`config.mk`:
```
export PLATFORM = sky130hd
export DESIGN_NAME = sap_card_flat
export DESIGN_NICKNAME = d
export VERILOG_FILES = /design/src/logic/sap_pkg.sv /design/src/logic/sap_if.sv /design/src/logic/sap_card.sv /design/src/flat_wrapper.sv
export VERILOG_INCLUDE_DIRS = /design/src /design/src/logic
export SDC_FILE = /design/constraint.sdc
export NUM_CORES = 1
export LEC_CHECK = 0
export ABC_AREA = 0
export BUFFER_PORTS_ARGS = -buffer_cell sky130_fd_sc_hd__clkbuf_2
export CAP_MARGIN = 20
export CORE_MARGIN = 4
export CORE_UTILIZATION = 56
export DETAILED_ROUTE_END_ITERATION = 12
export HOLD_SLACK_MARGIN = 0.12
export PLACE_DENSITY_LB_ADDON = 0.12
export SETUP_SLACK_MARGIN = 0.2
export SLEW_MARGIN = 20
export SYNTH_ARGS = -nofsm -noshare
export SYNTH_HDL_FRONTEND = slang
export SYNTH_SLANG_ARGS = --single-unit
```
`constraint.sdc`:
```
create_clock -name sys_clk -period 3.9 [get_ports sys_clk]
set_clock_uncertainty 0.2 [all_clocks]
set_input_delay 0.195 -clock sys_clk [delete_from_list [all_inputs] [get_ports sys_clk]]
set_output_delay 0.195 -clock sys_clk [all_outputs]
set_load 0.02 [all_outputs]
```
`src/logic/sap_map.svh`:
```
// constants for the command decoder: codes, status words, lengths
// included by the package and by both ends
`ifndef SAP_MAP_SVH
`define SAP_MAP_SVH
`define SAP_CLA_GSM 8'hA0
`define SAP_INS_SELECT 8'hA4
`define SAP_INS_STATUS 8'hF2
`define SAP_INS_RD_BIN 8'hB0
`define SAP_INS_UPD_BIN 8'hD6
`define SAP_INS_RD_REC 8'hB2
`define SAP_INS_UPD_REC 8'hDC
`define SAP_INS_SEEK 8'hA2
`define SAP_INS_INCR 8'h32
`define SAP_INS_VERIFY 8'h20
`define SAP_INS_CHANGE 8'h24
`define SAP_INS_DISABLE 8'h26
`define SAP_INS_ENABLE 8'h28
`define SAP_INS_UNBLOCK 8'h2C
`define SAP_INS_INVAL 8'h04
`define SAP_INS_REHAB 8'h44
`define SAP_INS_RUN_ALG 8'h88
`define SAP_INS_SLEEP 8'hFA
`define SAP_INS_GET_RESP 8'hC0
`define SAP_INS_TERM_PROF 8'h10
`define SAP_INS_ENVELOPE 8'hC2
`define SAP_INS_FETCH 8'h12
`define SAP_INS_TERM_RESP 8'h14
`define SAP_PZERO 8'h00
`define SAP_P2_ONE 8'h01
`define SAP_P2_CODE2 8'h02
`define SAP_P3_SELECT 8'h02
`define SAP_P3_INCR 8'h03
`define SAP_P3_CODE8 8'h08
`define SAP_P3_CODE16 8'h10
`define SAP_SW1_OK 8'h90
`define SAP_SW1_PEND 8'h9F
`define SAP_SW1_PEND_DL 8'h9E
`define SAP_SW1_ERR_CLA 8'h6E
`define SAP_SW1_ERR_INS 8'h6D
`define SAP_SW1_ERR_P12 8'h6B
`define SAP_SW1_ERR_P3 8'h67
`define SAP_SW2_ZERO 8'h00
`define SAP_HDR_LAST 3'h4
`define SAP_LEN_MAX 9'h100
`define SAP_LEN_ONE 9'h001
`endif

```
`src/logic/sap_pkg.sv`:
```
// types and command table shared by the card and terminal ends
// relies on sap_map.svh for every code
`include "sap_map.svh"
package sap_pkg;
  typedef enum logic [1:0] {
    SAP_DIR_NONE = 2'b00,
    SAP_DIR_IN = 2'b01,
    SAP_DIR_OUT = 2'b10,
    SAP_DIR_BAD = 2'b11
  } sap_dir_e;
  typedef enum logic [2:0] {
    SAP_C_HDR = 3'b000,
    SAP_C_RXD = 3'b001,
    SAP_C_TXD = 3'b010,
    SAP_C_SW1 = 3'b011,
    SAP_C_SW2 = 3'b100
  } sap_card_st_e;
  typedef enum logic [1:0] {
    SAP_H_IDLE = 2'b00,
    SAP_H_HDR = 2'b01,
    SAP_H_TXD = 2'b10,
    SAP_H_RXW = 2'b11
  } sap_host_st_e;

  // data direction of each instruction; reserved and unknown are bad
  function automatic sap_dir_e sap_dir(input logic [7:0] ins);
    case (ins)
      `SAP_INS_STATUS, `SAP_INS_RD_BIN, `SAP_INS_RD_REC,
      `SAP_INS_GET_RESP, `SAP_INS_FETCH:
        sap_dir = SAP_DIR_OUT;
      `SAP_INS_SELECT, `SAP_INS_UPD_BIN, `SAP_INS_UPD_REC, `SAP_INS_SEEK,
      `SAP_INS_INCR, `SAP_INS_VERIFY, `SAP_INS_CHANGE, `SAP_INS_DISABLE,
      `SAP_INS_ENABLE, `SAP_INS_UNBLOCK, `SAP_INS_RUN_ALG,
      `SAP_INS_TERM_PROF, `SAP_INS_ENVELOPE, `SAP_INS_TERM_RESP:
        sap_dir = SAP_DIR_IN;
      `SAP_INS_INVAL, `SAP_INS_REHAB, `SAP_INS_SLEEP:
        sap_dir = SAP_DIR_NONE;
      default:
        sap_dir = SAP_DIR_BAD;
    endcase
  endfunction

  // commands whose output length is announced by the status words
  function automatic logic sap_pend(input logic [7:0] ins);
    case (ins)
      `SAP_INS_SELECT, `SAP_INS_SEEK, `SAP_INS_INCR, `SAP_INS_RUN_ALG,
      `SAP_INS_ENVELOPE:
        sap_pend = 1'b1;
      default:
        sap_pend = 1'b0;
    endcase
  endfunction
endpackage

```
`src/logic/sap_if.sv`:
```
// byte link between terminal and card, one byte a cycle each way
// both ends run on the same clock; no back-pressure on either side
`timescale 1ns/1ps
interface sap_if;
  logic t2c_valid;
  logic [7:0] t2c_byte;
  logic c2t_valid;
  logic [7:0] c2t_byte;
  logic c2t_sw;
  modport card (
    input t2c_valid,
    input t2c_byte,
    output c2t_valid,
    output c2t_byte,
    output c2t_sw
  );
  modport term (
    output t2c_valid,
    output t2c_byte,
    input c2t_valid,
    input c2t_byte,
    input c2t_sw
  );
endinterface

```
`src/logic/sap_card.sv`:
```
// card end: collects header and data, decodes, answers status words
// assumes the terminal sends one well-spaced command at a time
//
// Contract
// header five bytes, data, then two status
// class A0 marks the gsm application
// P3 length; 00 is 256 out, none in
// FF legal in P1, P2, P3
// bytes pass unchanged, no extra framing
// unknown output length answers 9F with length
// terminal fetches pending data with C0
// envelope download may answer 9E with length
// other class leaves application state untouched
// offset is P1 high, P2 low
// 1X even 6 to E reserved
// administrative codes reserved, never decoded
// select A4, 00 00 02, two id bytes
// binary, record, seek, increase codes decoded
// secret code commands and their lengths
// unblock P2 00 first, 02 second
// get response carries no input data
// move exactly P3 bytes before status
// unknown code gets error, no data
`timescale 1ns/1ps
`include "sap_map.svh"
module sap_card (
  input wire logic sys_clk,
  input wire logic reset_n,
  sap_if.card lnk,
  output logic cmd_go,
  output logic [7:0] cmd_ins,
  output logic [7:0] cmd_p1,
  output logic [7:0] cmd_p2,
  output logic [7:0] cmd_p3,
  output logic [15:0] cmd_offset,
  output logic rx_valid,
  output logic [7:0] rx_byte,
  output logic tx_take,
  input wire logic [7:0] tx_byte,
  input wire logic [7:0] pend_len,
  input wire logic dl_pend
);
  sap_pkg::sap_card_st_e st_reg;
  logic [2:0] hcnt_reg;
  logic [8:0] len_reg;
  logic [7:0] cla_reg;
  logic [7:0] ins_reg;
  logic [7:0] p1_reg;
  logic [7:0] p2_reg;
  logic [7:0] sw1_reg;
  logic [7:0] sw2_reg;
  logic ok_reg;
  logic pend_reg;
  logic dl_reg;
  logic hdr_done;
  logic [7:0] p3_now;
  sap_pkg::sap_dir_e dir_now;
  logic p12_bad;
  logic p3_bad;
  logic chk_ok;
  logic [7:0] chk_sw1;
  logic [7:0] sw1_out;
  logic [7:0] sw2_out;
  logic rx_last;

  assign p3_now = lnk.t2c_byte;
  assign hdr_done = (st_reg == sap_pkg::SAP_C_HDR) && lnk.t2c_valid &&
                    (hcnt_reg == `SAP_HDR_LAST);
  assign dir_now = sap_pkg::sap_dir(ins_reg);
  assign rx_last = (st_reg == sap_pkg::SAP_C_RXD) && lnk.t2c_valid &&
                   (len_reg == `SAP_LEN_ONE);

  // fixed parameter checks; any other value, FF included, is legal
  always_comb
  begin
    p12_bad = 1'b0;
    p3_bad = 1'b0;
    case (ins_reg)
      `SAP_INS_SELECT:
      begin
        p12_bad = (p1_reg != `SAP_PZERO) || (p2_reg != `SAP_PZERO);
        p3_bad = p3_now != `SAP_P3_SELECT;
      end
      `SAP_INS_INCR:
        p3_bad = p3_now != `SAP_P3_INCR;
      `SAP_INS_VERIFY:
        p3_bad = p3_now != `SAP_P3_CODE8;
      `SAP_INS_DISABLE, `SAP_INS_ENABLE:
      begin
        p12_bad = p2_reg != `SAP_P2_ONE;
        p3_bad = p3_now != `SAP_P3_CODE8;
      end
      `SAP_INS_CHANGE:
        p3_bad = p3_now != `SAP_P3_CODE16;
      `SAP_INS_UNBLOCK:
      begin
        p12_bad = (p2_reg != `SAP_PZERO) &&
                  (p2_reg != `SAP_P2_CODE2);
        p3_bad = p3_now != `SAP_P3_CODE16;
      end
      `SAP_INS_RUN_ALG:
        p3_bad = p3_now != `SAP_P3_CODE16;
      `SAP_INS_INVAL, `SAP_INS_REHAB, `SAP_INS_SLEEP:
        p3_bad = p3_now != `SAP_PZERO;
      default:
      begin
        p12_bad = 1'b0;
        p3_bad = 1'b0;
      end
    endcase
  end

  // status chosen at the fifth header byte, class checked first
  always_comb
  begin
    chk_ok = 1'b0;
    if (cla_reg != `SAP_CLA_GSM)
      chk_sw1 = `SAP_SW1_ERR_CLA;
    else if (dir_now == sap_pkg::SAP_DIR_BAD)
      chk_sw1 = `SAP_SW1_ERR_INS;
    else if (p12_bad)
      chk_sw1 = `SAP_SW1_ERR_P12;
    else if (p3_bad)
      chk_sw1 = `SAP_SW1_ERR_P3;
    else
    begin
      chk_sw1 = `SAP_SW1_OK;
      chk_ok = 1'b1;
    end
  end

  assign sw1_out = !pend_reg ? sw1_reg :
                   (dl_reg && dl_pend) ? `SAP_SW1_PEND_DL :
                   `SAP_SW1_PEND;
  assign sw2_out = pend_reg ? pend_len : sw2_reg;

  // header capture, length counting and sequencing
  always_ff @(posedge sys_clk or negedge reset_n)
  begin
    if (!reset_n)
    begin
      st_reg <= sap_pkg::SAP_C_HDR;
      hcnt_reg <= 3'h0;
      len_reg <= 9'h000;
      cla_reg <= 8'h00;
      ins_reg <= 8'h00;
      p1_reg <= 8'h00;
      p2_reg <= 8'h00;
      sw1_reg <= 8'h00;
      sw2_reg <= 8'h00;
      ok_reg <= 1'b0;
      pend_reg <= 1'b0;
      dl_reg <= 1'b0;
    end
    else
    begin
      case (st_reg)
        sap_pkg::SAP_C_HDR:
          if (lnk.t2c_valid)
          begin
            hcnt_reg <= hdr_done ? 3'h0 : hcnt_reg + 3'h1;
            case (hcnt_reg)
              3'h0: cla_reg <= lnk.t2c_byte;
              3'h1: ins_reg <= lnk.t2c_byte;
              3'h2: p1_reg <= lnk.t2c_byte;
              3'h3: p2_reg <= lnk.t2c_byte;
              default: ;
            endcase
            if (hdr_done)
            begin
              sw1_reg <= chk_sw1;
              sw2_reg <= `SAP_SW2_ZERO;
              ok_reg <= chk_ok;
              pend_reg <= chk_ok && sap_pkg::sap_pend(ins_reg);
              dl_reg <= ins_reg == `SAP_INS_ENVELOPE;
              if (dir_now == sap_pkg::SAP_DIR_IN && p3_now != 8'h00)
              begin
                st_reg <= sap_pkg::SAP_C_RXD;
                len_reg <= {1'b0, p3_now};
              end
              else if (dir_now == sap_pkg::SAP_DIR_OUT && chk_ok)
              begin
                st_reg <= sap_pkg::SAP_C_TXD;
                len_reg <= (p3_now == 8'h00) ? `SAP_LEN_MAX :
                           {1'b0, p3_now};
              end
              else
                st_reg <= sap_pkg::SAP_C_SW1;
            end
          end
        sap_pkg::SAP_C_RXD:
          if (lnk.t2c_valid)
          begin
            len_reg <= len_reg - `SAP_LEN_ONE;
            if (len_reg == `SAP_LEN_ONE)
              st_reg <= sap_pkg::SAP_C_SW1;
          end
        sap_pkg::SAP_C_TXD:
        begin
          len_reg <= len_reg - `SAP_LEN_ONE;
          if (len_reg == `SAP_LEN_ONE)
            st_reg <= sap_pkg::SAP_C_SW1;
        end
        sap_pkg::SAP_C_SW1:
          st_reg <= sap_pkg::SAP_C_SW2;
        default:
          st_reg <= sap_pkg::SAP_C_HDR;
      endcase
    end
  end

  // link side: data then two status bytes, unchanged
  always_ff @(posedge sys_clk or negedge reset_n)
  begin
    if (!reset_n)
    begin
      lnk.c2t_valid <= 1'b0;
      lnk.c2t_byte <= 8'h00;
      lnk.c2t_sw <= 1'b0;
    end
    else
    begin
      lnk.c2t_valid <= (st_reg == sap_pkg::SAP_C_TXD) ||
                       (st_reg == sap_pkg::SAP_C_SW1) ||
                       (st_reg == sap_pkg::SAP_C_SW2);
      lnk.c2t_sw <= (st_reg == sap_pkg::SAP_C_SW1) ||
                    (st_reg == sap_pkg::SAP_C_SW2);
      if (st_reg == sap_pkg::SAP_C_TXD)
        lnk.c2t_byte <= tx_byte;
      else if (st_reg == sap_pkg::SAP_C_SW1)
        lnk.c2t_byte <= sw1_out;
      else
        lnk.c2t_byte <= sw2_out;
    end
  end

  // application side; for a refused command no strobe or command field moves, rx_byte still follows the link
  always_ff @(posedge sys_clk or negedge reset_n)
  begin
    if (!reset_n)
    begin
      cmd_go <= 1'b0;
      cmd_ins <= 8'h00;
      cmd_p1 <= 8'h00;
      cmd_p2 <= 8'h00;
      cmd_p3 <= 8'h00;
      cmd_offset <= 16'h0000;
      rx_valid <= 1'b0;
      rx_byte <= 8'h00;
      tx_take <= 1'b0;
    end
    else
    begin
      cmd_go <= (rx_last && ok_reg) || (hdr_done && chk_ok &&
                !(dir_now == sap_pkg::SAP_DIR_IN && p3_now != 8'h00));
      if (hdr_done && chk_ok)
      begin
        cmd_ins <= ins_reg;
        cmd_p1 <= p1_reg;
        cmd_p2 <= p2_reg;
        cmd_p3 <= p3_now;
        cmd_offset <= {p1_reg, p2_reg};
      end
      rx_valid <= (st_reg == sap_pkg::SAP_C_RXD) && lnk.t2c_valid &&
                  ok_reg;
      rx_byte <= lnk.t2c_byte;
      tx_take <= st_reg == sap_pkg::SAP_C_TXD;
    end
  end
endmodule

```
`src/flat_wrapper.sv`:
```
// flat-port wrapper written by rule: the top's interface ports become plain ports
module sap_card_flat 
  (sys_clk, reset_n, cmd_go, cmd_ins, cmd_p1, cmd_p2, cmd_p3, cmd_offset, rx_valid, rx_byte, tx_take, tx_byte, pend_len, dl_pend, lnk_t2c_valid, lnk_t2c_byte, lnk_c2t_valid, lnk_c2t_byte, lnk_c2t_sw);
  sap_if lnk_i ();
  input wire logic sys_clk;
  input wire logic reset_n;
  output logic cmd_go;
  output logic [7:0] cmd_ins;
  output logic [7:0] cmd_p1;
  output logic [7:0] cmd_p2;
  output logic [7:0] cmd_p3;
  output logic [15:0] cmd_offset;
  output logic rx_valid;
  output logic [7:0] rx_byte;
  output logic tx_take;
  input wire logic [7:0] tx_byte;
  input wire logic [7:0] pend_len;
  input wire logic dl_pend;
  input wire logic [$bits(lnk_i.t2c_valid)-1:0] lnk_t2c_valid;
  input wire logic [$bits(lnk_i.t2c_byte)-1:0] lnk_t2c_byte;
  output wire logic [$bits(lnk_i.c2t_valid)-1:0] lnk_c2t_valid;
  output wire logic [$bits(lnk_i.c2t_byte)-1:0] lnk_c2t_byte;
  output wire logic [$bits(lnk_i.c2t_sw)-1:0] lnk_c2t_sw;
  assign lnk_i.t2c_valid = lnk_t2c_valid;
  assign lnk_i.t2c_byte = lnk_t2c_byte;
  assign lnk_c2t_valid = lnk_i.c2t_valid;
  assign lnk_c2t_byte = lnk_i.c2t_byte;
  assign lnk_c2t_sw = lnk_i.c2t_sw;
  sap_card u_core (.sys_clk(sys_clk), .reset_n(reset_n), .lnk(lnk_i), .cmd_go(cmd_go), .cmd_ins(cmd_ins), .cmd_p1(cmd_p1), .cmd_p2(cmd_p2), .cmd_p3(cmd_p3), .cmd_offset(cmd_offset), .rx_valid(rx_valid), .rx_byte(rx_byte), .tx_take(tx_take), .tx_byte(tx_byte), .pend_len(pend_len), .dl_pend(dl_pend));
endmodule
```
# Yosys cells after proc, flatten, opt, wreduce, memory -nomap -nowiden
# Cells that the tools add are included.
# totals
input_bits	28
reg_bits	127
output_inout_bits	69
word_cells	146
# op_classes
n_reduce_logical	41
n_eq_ne	45
n_mux	35
add_sub_neg	2
# op_table
operator	n
$eq 8x8->1 const B	11
$mux 8	8
$mux 9	6
$eq 8x6->1 const B	6
$pmux 9 s3	1
$eq 8x5->1 const B	3
$ne 8x2->1 const B	3
$reduce_bool 8->1	3
$mux 3	6
$reduce_and 3->1	6
$reduce_or 14->1	1
$logic_and 1x1->1	13
$eq 3x2->1 const B	4
$pmux 3 s4	1
$mux 1	10
$reduce_or 5->1	2
$eq 9x1->1 const B	1
$reduce_or 3->1	3
$sub 9x1->9 const B	1
$eq 8x3->1 const B	1
$eq 8x7->1 const B	1
$logic_not 8->1	1
$ne 8x1->1 const B	1
$ne 8x4->1 const B	1
20 further kinds	29

# Logic depth before layout (Yosys ltp)
# Gate-level depths: netlist of run 1.
# logic_depth
depth_word	13
mapped_depth	10
mapped_depth_nobuf	9

# Worst setup path after synthesis of run 1
# Ideal clock, no wire load.
# synth_path
path_kind	register to register
from	register u_core.ins_reg[0]
to	register u_core.cmd_ins[3]
setup_time_ps	125
period_less_slack_ps	2674
arrival_time_ps	2349
path_slack_ps	1226
path_stages_with_launch	10
t_required_ps	3575
n_path_buf	2
cell_sequence	dfrtp_1 > buf_2 > or4_1 > o21ba_2 > xnor2_1 > nand4_1 > a21oi_2 > nand3_4 > buf_6 > mux2_4
# synth_between
elab_chain_cells	8
elab_cells_between_ends	37
cone_classes	23 x eq/ne; 7 x mux; 7 x reduce/logical
# synth_rtl
element	line	text
start, declared	sap_card.sv:47	logic [7:0] ins_reg;
start signal, assigned	sap_card.sv:164	3'h1: ins_reg <= lnk.t2c_byte;
$eq 8x3->1 (tied with other cells)	sap_pkg.sv:27, sap_card.sv:78	
$reduce_or 3->1 (on tied branches)	--	
$pmux 1 s5	sap_card.sv:78	case (ins_reg)
$mux 1	sap_card.sv:123	else if (p3_bad)
$mux 1	sap_card.sv:121	else if (p12_bad)
$mux 1 *	sap_card.sv:119	else if (dir_now == sap_pkg::SAP_DIR_BAD)
$mux 1 *	sap_card.sv:117	if (cla_reg != `SAP_CLA_GSM)
$logic_and 1x1->1 *	sap_card.sv:256	if (hdr_done && chk_ok)
end signal, assigned	sap_card.sv:258	cmd_ins <= ins_reg;
end, declared	sap_card.sv:31	output logic [7:0] cmd_ins,
# Every way passes the cells marked *; elsewhere a longest branch is shown, timed or not.
# A chain may end at the register's enable or synchronous reset.

# Worst setup path in the final report of run 1
# layout_path
from	register u_core.ins_reg[7]
to	register u_core.cmd_p3[1]
# layout_between
elab_chain_cells	8
elab_cells_between_ends	37
cone_classes	23 x eq/ne; 7 x mux; 7 x reduce/logical
# layout_rtl
element	line	text
$eq 8x3->1 (tied with other cells)	sap_pkg.sv:27, sap_card.sv:78	
$reduce_or 3->1 (on tied branches)	--	
$pmux 1 s5	sap_card.sv:78	
$mux 1	sap_card.sv:123	
$mux 1	sap_card.sv:121	
$mux 1 *	sap_card.sv:119	
$mux 1 *	sap_card.sv:117	
$logic_and 1x1->1 *	sap_card.sv:256	
end signal, assigned	sap_card.sv:261	cmd_p3 <= p3_now;
end, declared	sap_card.sv:34	output logic [7:0] cmd_p3,
# Marked as above.

==> results by group, run 1 <==
Pwr
  • Clock power share: 0.172
  • Sequential share of power: 0.453
  • Pwr Density: 631 nW/um2
  • Leakage power total: 3.04 nW
  • Pwr Total: 3.90 mW
  • Int Power: 2.36 mW
  • Psw: 1.54 mW
  • Combinational power share: 0.376
  • Worst VDD drop: 337 uV
  • Sw Ratio: 0.395

Setup path
  • Startpoint types: register
  • Setup CP Type: reg2reg
  • Critical Path AT: 3.21 ns
  • Required time worst endpoint: 3.95 ns
  • Crit. End Element: register
  • Critical path fanouts, max: 27

Yosys
  • Synth unique cells: 62
  • Post-Syn Area: 5300 um2
  • Number of flops mapped to enable cells by yosys: 0
  • Post-synthesis async set-or-reset flop share: 1.00
  • Syn Inst Count: 459
  • Mean post-synth cell area: 11.6 um2
  • Yosys reg bits: 108
  • Sequential area share after synthesis: 0.510
  • Post-synth top flop: dfrtp_1
  • Syn. warnings: 0
  • Syn nets: 494

Drt
  • Vias/cell: 5.58
  • Post-route ant nets: 0
  • First-pass detailed-route iteration total: 4
  • Wire per inst: 16.8 um
  • Via count: 3836
  • Post-route DRC violation count: 0
  • Total Wirelength: 11.6 mm
  • Starting DRT DRC Count: 140

CTS
  • Clk sinks: 108
  • Clk_lat worst skew: 0.37 ns
  • H-tree Lvls: 3
  • CTS Buf Count: 9
  • CTS tree: done
  • Root Buffer: clkbuf_8
  • Post-CTS Resized: 0
  • Bufs on Longest Clock Path: 2
  • Reg clk slew, reported paths: 0.11 ns
  • Setup bufs post-CTS: 0

Placed design
  • Pre-CTS WS: 0.800 ns
  • Hpwl dp: 7.93 mm
  • Port bufs: 96
  • Post-DP Area: 5730 um2
  • GPL Wtd Cong: 0.904

Timing
  • Setup TNS: 0 ns
  • Post-route setup slack: 0.739 ns
  • Crit path time final: 3.16 ns
  • Max Freq: 0.316 GHz
  • RSZ-0062 raised after global routing: false
  • Worst-Margin Slew: 0.746 ns
  • Final Cycle Share: 0.810
  • Max_slew headroom: 0.503
  • Final hold violation count: 0
  • Slew Limit Fails: 0
  • # setup viols final: 0

GRT
  • First-pass GRT wire length: 19.4 mm
  • Vias in the first global route: 3888
  • Initial antenna violation count: 0
  • Pin count of the biggest net entering global routing: 62
  • Total global routing overflow: 0
  • Total GRT Usage: 0.218

Floorplanning
  • # rows: 35
  • Die area: 11100 um2
  • Starting Density: 0.574
  • Die W: 105 um
  • Io pins: 97
  • Die H: 105 um
  • Core Area: 9240 um2

Worst hold path
  • HP Class: in2async

Final layout
  • Synthesis-to-finish area growth: 16.6%
  • Antenna Cells: 0
  • Max reg flops: 9
  • Design area: 6180 um2
  • Final net count: 589
  • Layout cells sized above 1: 0.343

Run status
  • Outcome: finished clean

Flow run
  • # Max-Cap Violations: 0
## cells in the mapped netlist (all sizes together) (3+ instances only)
| cell | instances | area (um2) |
|---|---|---|
| a21o | 4 | 30.0 |
| a21oi | 23 | 119 |
| a22o | 4 | 35.0 |
| and4b | 3 | 30.0 |
| buf | 30 | 216 |
| clkbuf | 12 | 45.0 |
| dfrtp | 108 | 2700 |
| ha | 7 | 87.6 |
| inv | 11 | 41.3 |
| mux2 | 63 | 811 |
| nand2 | 34 | 128 |
| nand2b | 5 | 31.3 |
| nand3 | 15 | 92.6 |
| nand3b | 4 | 30.0 |
| nand4 | 5 | 31.3 |
| nand4b | 4 | 35.0 |
| nor2 | 24 | 92.6 |
| nor2b | 7 | 43.8 |
| nor3 | 9 | 45.0 |
| nor4 | 8 | 50.1 |
| nor4bb | 3 | 30.0 |
| o21ai | 24 | 120 |
| o22ai | 8 | 50.1 |
| or2 | 3 | 18.8 |
| xnor2 | 4 | 35.0 |
## critical path: stages, from the launching register on
cell      delay, ns
dfrtp_1        0.69
nor4bb_1       0.49
o21ba_2        0.24
xnor2_1        0.11
nand4_1        0.12
a21oi_2        0.35
nand3_4        0.25
buf_12         0.25
mux2_4         0.31
## cells in the final DEF (no fill, tap or decap), drive strengths merged, types with 3 or more instances in the layout
cell	instances
dlygate4sd3	26
xnor2	4
nand2	34
o21ai	24
and4b	3
nand2b	5
nand4b	4
inv	14
dfrtp	108
nor3	9
or2	3
o22ai	8
ha	7
nor4	8
a21o	4
a22o	4
a21oi	23
nand4	5
nand3b	4
clkbuf	105
nor2	24
mux2	63
nand3	15
buf	5
nor2b	7
nor4bb	3
## power by group through the flow
stage / sequential, mW / combinational, mW / clock (mW)
6_report: 1.77 / 1.47 / 0.670
5_1_grt: 1.82 / 1.64 / 0.734
4_1_cts: 1.76 / 1.47 / 0.684
3_5_place_dp: 1.79 / 1.38 / 0
3_3_place_gp: 1.77 / 1.35 / 0
2_1_floorplan: 1.65 / 1.21 / 0
## what timing repair did
action,CTS,global route
hold buffers,26,0
hold endpoints to repair,114,0
endpoints found under the setup margin,0,0
## routing by layer
layer | vias up | part of all wire | GRT usage
met2 | 107 | 0.48 | 0.356
met4 | 0 | 0.026 | 0.0900
met3 | 23 | 0.045 | 0.0343
met1 | 1883 | 0.45 | 0.291
li1 | 1823 | - | -
met5 | - | 0 | 0
## metrics by stage
| stage | hold WS (ns) | std cells | util |
|---|---|---|---|
| floorplan | -0.301 | 459 | - |
| global placement | 0.104 | 646 | 0.620 |
| detailed placement | 0.116 | 646 | 0.620 |
| CTS | 0.250 | 688 | 0.669 |
| global route | 0.295 | 688 | 0.669 |
| finish | 0.229 | 688 | 0.669 |
## cell type report
cell class	instances	area [um2]
clock buffer	10	138
tap	129	161
inverter	11	41.3
clock inverter	6	55.1
timing repair buffer	126	786
multi-input combinational	298	2300
fill	721	3060
sequential	108	2700
## logic make-up (layout without fill, tap and decap cells)
group / after synthesis / after routing / synth area share
multiplexers: 64 / 64 / 0.155
flip-flops: 108 / 108 / 0.510
buffers and inverters: 53 / 153 / 0.0571
AND/OR/NAND/NOR: 137 / 137 / 0.148
XOR/XNOR: 6 / 6 / 0.00991
adder cells (fa/ha/maj): 7 / 7 / 0.0165
AO/OA/AOI/OAI: 84 / 84 / 0.104
## worst paths after layout
path / cells past startpoint / startpoint / to / slack [ns]
max reg2reg: 8 / u_core.ins_reg[7] / u_core.cmd_p3[1] / 0.74
min in group sys_clk: 1 / u_core.sw1_reg[6] / u_core.sw1_reg[6] / 0.31
max in group asynchronous: 3 / reset_n / u_core.len_reg[2] / 2.44
min reg2reg: 1 / u_core.sw1_reg[6] / u_core.sw1_reg[6] / 0.31
max: 8 / u_core.ins_reg[7] / u_core.cmd_p3[1] / 0.74
min: 2 / reset_n / u_core.cmd_p2[3] / 0.23
(Power assumes the default switching activity.)
==> inputs of run 2 (changes only) <==
- CORE_UTILIZATION: 56 -> 50
- clock period: 3.9 -> 2.8 ns (I/O delays scaled with it)
==> run 2 against run 1 <==
Flip-flop and latch count is the same. Final cell count grew 9.4%. Die area rose by 11%. Largest power group is now combinational cells. Global-route usage grew 0.64 points. Sequential share of layout area is 3.8 points lower. Clock power is 61% higher. Critical path type unchanged. Non-clock buffer count up 58. Critical path depth up 1.
==> results by group, run 2 (synthesis gave the netlist of run 1 again) <==
Run status
  • Outcome: finished clean

Timing
  • Final hold violation count: 0
  • Max Freq: 0.362 GHz
  • RSZ-0062 raised after global routing: true
  • Max_slew headroom: 0.466
  • Crit path time final: 2.77 ns
  • Setup TNS: 0 ns
  • # setup viols final: 0
  • Worst-Margin Slew: 0.801 ns
  • Final Cycle Share: 0.988
  • Slew Limit Fails: 0

Floorplanning
  • # rows: 37
  • Die H: 111 um
  • Die area: 12300 um2
  • Core Area: 10300 um2
  • Die W: 111 um
  • Io pins: 97
  • Starting Density: 0.514

Setup path
  • Critical path fanouts, max: 15
  • CP Cell Sequence: nor4_2, buf_4, nand3_2, a22o_1, a211o_1, nor3b_4, nand3_4, buf_12, mux2_4
  • Cell at the slowest stage of the critical path: dfrtp_1
  • CP max stage delay: 0.41 ns
  • Required time worst endpoint: 2.86 ns
  • Startpoint types: register
  • Crit path from: u_core.p1_reg[3]
  • Crit. End Element: register
  • Critical Path AT: 2.83 ns
  • Reg-to-Reg Start: u_core.p1_reg[3]
  • Setup CP Type: reg2reg

Final layout
  • Commonest non-fill, non-tap cell in the layout: dfrtp_1
  • Layout cells sized above 1: 0.434
  • Synthesis-to-finish area growth: 28.1%
  • Antenna Cells: 0
  • Most frequent cells in the layout: dfrtp_1, clkbuf_2, buf_4, mux2_2, nand2_1
  • Max reg flops: 9
  • Final net count: 647

CTS
  • CTS tree: done
  • H-tree Lvls: 3
  • Root Buffer: clkbuf_8
  • Reg clk slew, reported paths: 0.10 ns
  • Clk_lat worst skew: 0.38 ns
  • CTS Buf Count: 9
  • Clk sinks: 108
  • Bufs on Longest Clock Path: 2

GRT
  • Initial antenna violation count: 0
  • Total global routing overflow: 0
  • Total GRT Usage: 0.224
  • Pin count of the biggest net entering global routing: 64
  • Vias in the first global route: 4332
  • First-pass GRT wire length: 22.4 mm

Pwr
  • Pwr Density: 915 nW/um2
  • Pwr Total: 6.21 mW
  • Worst VDD drop: 561 uV
  • Leakage power total: 3.37 nW

Drt
  • Wire per inst: 17.5 um
  • First-pass detailed-route iteration total: 4
  • Via count: 4095
  • Met1 wire length: 5.94 mm
  • Post-route DRC violation count: 0
  • Top sig layer: met4
  • WL met2: 6.53 mm
  • Total Wirelength: 13.2 mm
  • Vias/cell: 5.44
  • Met3 wire length: 397 um
  • Post-route ant nets: 0
  • Starting DRT DRC Count: 173

Flow run
  • # Max-Cap Violations: 0

Placed design
  • Port bufs: 96
  • Hpwl dp: 9.18 mm
  • GPL Wtd Cong: 0.884

Worst hold path
  • HP Class: in2async
run 2: final timing paths:
kind | cells past startpoint | endpoint | slack, ns
setup / recovery | 9 | u_core.cmd_p3[3] | 0.03
hold / removal | 2 | u_core.cmd_p1[7] | 0.18
setup reg to reg | 9 | u_core.cmd_p3[3] | 0.03
hold reg to reg | 1 | u_core.cmd_ins[0] | 0.30
max in group asynchronous | 3 | u_core.rx_byte[4] | 1.50
min in group sys_clk | 1 | u_core.cmd_ins[0] | 0.30
run 2: critical path: cells and delay by family (launching register included):
family | cells | cell delay (ns)
multiplexers | 1 | 0.30
AO/OA/AOI/OAI | 2 | 0.59
AND/OR/NAND/NOR | 4 | 0.79
flip-flops | 1 | 0.41
buffers and inverters | 2 | 0.35
run 2: final cells by class:
type                       count  area, um2
clock inverter                 6       95.1
clock buffer                  10        138
inverter                      11       41.3
timing repair buffer         184       1270
fill                         817       3530
multi-input combinational    298       2370
sequential                   108       2710
tap                          136        170
run 2: stage by stage:
step | setup slack (ns) | hold slack [ns] | cell area (um2) | utilization | std cells
6_report | 0.0350 | 0.184 | 6790 | 0.658 | 753
2_1_floorplan | 0.194 | -0.356 | 5340 | - | 459
5_1_grt | -0.0480 | 0.240 | 6790 | 0.658 | 753
4_1_cts | 0.0751 | 0.204 | 6790 | 0.657 | 753
3_3_place_gp | 0.0260 | 0.0831 | 6140 | 0.595 | 700
3_5_place_dp | -0.0130 | 0.0834 | 6140 | 0.595 | 700
run 2: what timing repair did:
item                       CTS  global route
pin swaps                    3             0
hold buffers                26             0
gates resized for setup     21             2
hold endpoints to repair   123             0
setup endpoints to repair   42            48
buffers inserted            11             0
run 2: routing by layer:
metal  vias up  track usage
met3        21       0.0409
met1      2072        0.294
met4         0       0.0772
met5         -            0
li1       1930            -
met2        72        0.375
run 2: report_power, final:
| group | total, mW | switching, mW | internal, mW |
|---|---|---|---|
| clock network | 1.08 | 0.543 | 0.539 |
| registers | 2.40 | 0.418 | 1.98 |
| logic | 2.73 | 1.37 | 1.36 |
==> inputs of run 3 (changes only) <==
==> constraint.sdc (replaced) <==
create_clock -name sys_clk -period 2.8 [get_ports sys_clk]
set_clock_uncertainty 0.2 [all_clocks]
set_input_delay 0.42 -clock sys_clk [delete_from_list [all_inputs] [get_ports sys_clk]]
set_output_delay 0.42 -clock sys_clk [all_outputs]
set_load 0.02 [all_outputs]
==> run 3 against run 2 <==
Sequential share of layout area is 0.36 points lower. Final cell count fell by 0.13%. Routed wire length about the same. Clock-buffer cell count up 1. Worst setup slack better by 0.0060 ns. Via count about the same. Largest cell class unchanged. Global-route usage is 0.78 points lower. Power increased by 1.0%. Fmax is 0.22% higher. Hold slack got worse by 0.034 ns.
==> results by group, run 3 (synthesis gave the netlist of run 1 again) <==
Drt
  • Post-route DRC violation count: 0
  • Vias/cell: 5.45
  • Total Wirelength: 13.2 mm
  • Via count: 4096
  • Post-route ant nets: 0
  • Wire per inst: 17.5 um
  • First-pass detailed-route iteration total: 4
  • Starting DRT DRC Count: 246

Timing
  • RSZ-0062 raised after global routing: true
  • Crit path time final: 2.76 ns
  • Max_slew headroom: 0.498
  • # setup viols final: 0
  • Worst-Margin Slew: 0.749 ns
  • Final hold violation count: 0
  • Slew Limit Fails: 0
  • Final Cycle Share: 0.985
  • Max Freq: 0.362 GHz
  • Post-route setup slack: 0.0409 ns

GRT
  • Vias in the first global route: 4211
  • Initial antenna violation count: 0
  • Pin count of the biggest net entering global routing: 48
  • Total GRT Usage: 0.217
  • First-pass GRT wire length: 21.8 mm
  • Total global routing overflow: 0

Final layout
  • Non-filler cells, final: 752
  • Final core occ: 0.664
  • Commonest non-fill, non-tap cell in the layout: dfrtp_1
  • Fillers: 793
  • Design area: 6850 um2
  • Seq. cell area: 2710 um2
  • Most frequent cells in the layout: dfrtp_1, clkbuf_2, buf_4, mux2_2, nand2_1
  • Multi-input logic area: 2440 um2
  • Antenna Cells: 0
  • Max reg flops: 9
  • Final net count: 646
  • Layout cells sized above 1: 0.471
  • Synthesis-to-finish area growth: 29.2%

CTS
  • Clk sinks: 108
  • Reg clk slew, reported paths: 0.11 ns
  • Bufs on Longest Clock Path: 2
  • CTS Buf Count: 9
  • CTS tree: done
  • Root Buffer: clkbuf_8
  • H-tree Lvls: 3
  • Clk_lat worst skew: 0.37 ns

Pwr
  • Sequential share of power: 0.377
  • Int Power: 3.88 mW
  • Sw Ratio: 0.383
  • Worst VDD drop: 531 uV
  • Leakage power total: 3.40 nW
  • Pwr Total: 6.28 mW
  • Combinational power share: 0.459
  • Pwr Density: 916 nW/um2
  • Psw: 2.40 mW
  • Clock power share: 0.163

Setup path
  • Critical Path AT: 2.83 ns
  • Critical path fanouts, max: 7
  • CP Cell Sequence: or4_4, o21ba_4, xnor2_2, nand4_1, a21oi_4, nand3_4, clkbuf_16, mux2_4
  • Setup CP Type: reg2reg
  • Crit. End Element: register
  • CP max stage delay: 0.55 ns
  • Required time worst endpoint: 2.87 ns
  • Cell at the slowest stage of the critical path: or4_4
  • Startpoint types: register
  • WP buf/inv: 1
  • CP delay by family, top: simple AND/OR/NAND/NOR gates
  • Worst R2R Setup Slack: 0.04 ns

Run status
  • Outcome: finished clean

Placed design
  • Post-DP Area: 6200 um2
  • Pre-CTS WS: -0.00770 ns
  • Hpwl dp: 9.27 mm
  • GPL Wtd Cong: 0.811
  • Dpl cells: 706
  • Port bufs: 96

Flow run
  • # Max-Cap Violations: 0

Floorplanning
  • # rows: 37
  • Core Area: 10300 um2
  • Die H: 111 um
  • Starting Density: 0.514
  • Die area: 12300 um2
  • Io pins: 97
  • Die W: 111 um

Worst hold path
  • HP Class: in2reg
[run 3: cell types whose count changed in the layout (fill, tap and decap cells not counted), sizes merged]
cell,delta
buf,+13
clkbuf,+2
clkinvlp,+1
clkinv,-1
dlygate4sd3,-15
bufinv,-1
[run 3: layout make-up]
type                       instances  share of cell area
timing repair buffer             183               0.185
clock inverter                     5             0.00986
inverter                          11             0.00603
clock buffer                      11              0.0221
multi-input combinational        298               0.356
sequential                       108               0.396
tap                              136              0.0248
[run 3: metal layers]
| layer | vias up | track usage | share of wire | wire length [um] |
|---|---|---|---|---|
| li1 | 1934 | - | - | - |
| met1 | 2052 | 0.299 | 0.46 | 6100 |
| met2 | 91 | 0.349 | 0.48 | 6370 |
| met3 | 19 | 0.0437 | 0.038 | 498 |
| met4 | 0 | 0.0616 | 0.015 | 199 |
| met5 | - | 0 | 0 | 0 |
[run 3: metrics by stage]
step	hold slack, ns	TNS (ns)
finish	0.150	0
global route	0.132	-0.989
CTS	0.123	0
detailed placement	0.272	-0.0277
global placement	0.268	-0.220
floorplan	-0.0756	0
[run 3: worst register-to-register path, delay by kind of cell, from the launching register on]
family | cells | cell delay (ns)
AOI/OAI and AO/OA | 2 | 0.45
xor gates and xnor gates | 1 | 0.11
buffers and inverters | 1 | 0.23
DFF | 1 | 0.48
muxes | 1 | 0.30
and+or+nand+nor | 3 | 0.90
[run 3: path summary, 6_finish.rpt]
path                                    from                 to  cells past startpoint
min in group asynchronous            reset_n   u_core.cmd_p2[5]                      2
min                          lnk_t2c_byte[5]  u_core.rx_byte[5]                      2
max                        u_core.ins_reg[6]   u_core.cmd_p1[3]                      8
max reg2reg                u_core.ins_reg[6]   u_core.cmd_p1[3]                      8
max in group asynchronous            reset_n  u_core.rx_byte[4]                      3
min reg2reg                u_core.sw1_reg[6]  u_core.sw1_reg[6]                      1
[run 3: what timing repair did]
action	in CTS	in global routing
gates resized for setup	22	16
pin swaps	4	9
gates cloned	0	1
setup buffers	14	4
hold buffers	10	1
setup endpoints to repair	42	49
hold endpoints to repair	51	1
[run 3: power by group through the flow]
| stage | Sequential, mW | Combinational [mW] | Clock (mW) |
|---|---|---|---|
| CTS | 2.35 | 2.71 | 1.05 |
| detailed placement | 2.39 | 2.48 | 0 |
| global route | 2.43 | 3.14 | 1.14 |
| finish | 2.37 | 2.88 | 1.03 |
| floorplan | 2.30 | 1.71 | 0 |
| global placement | 2.38 | 2.42 | 0 |
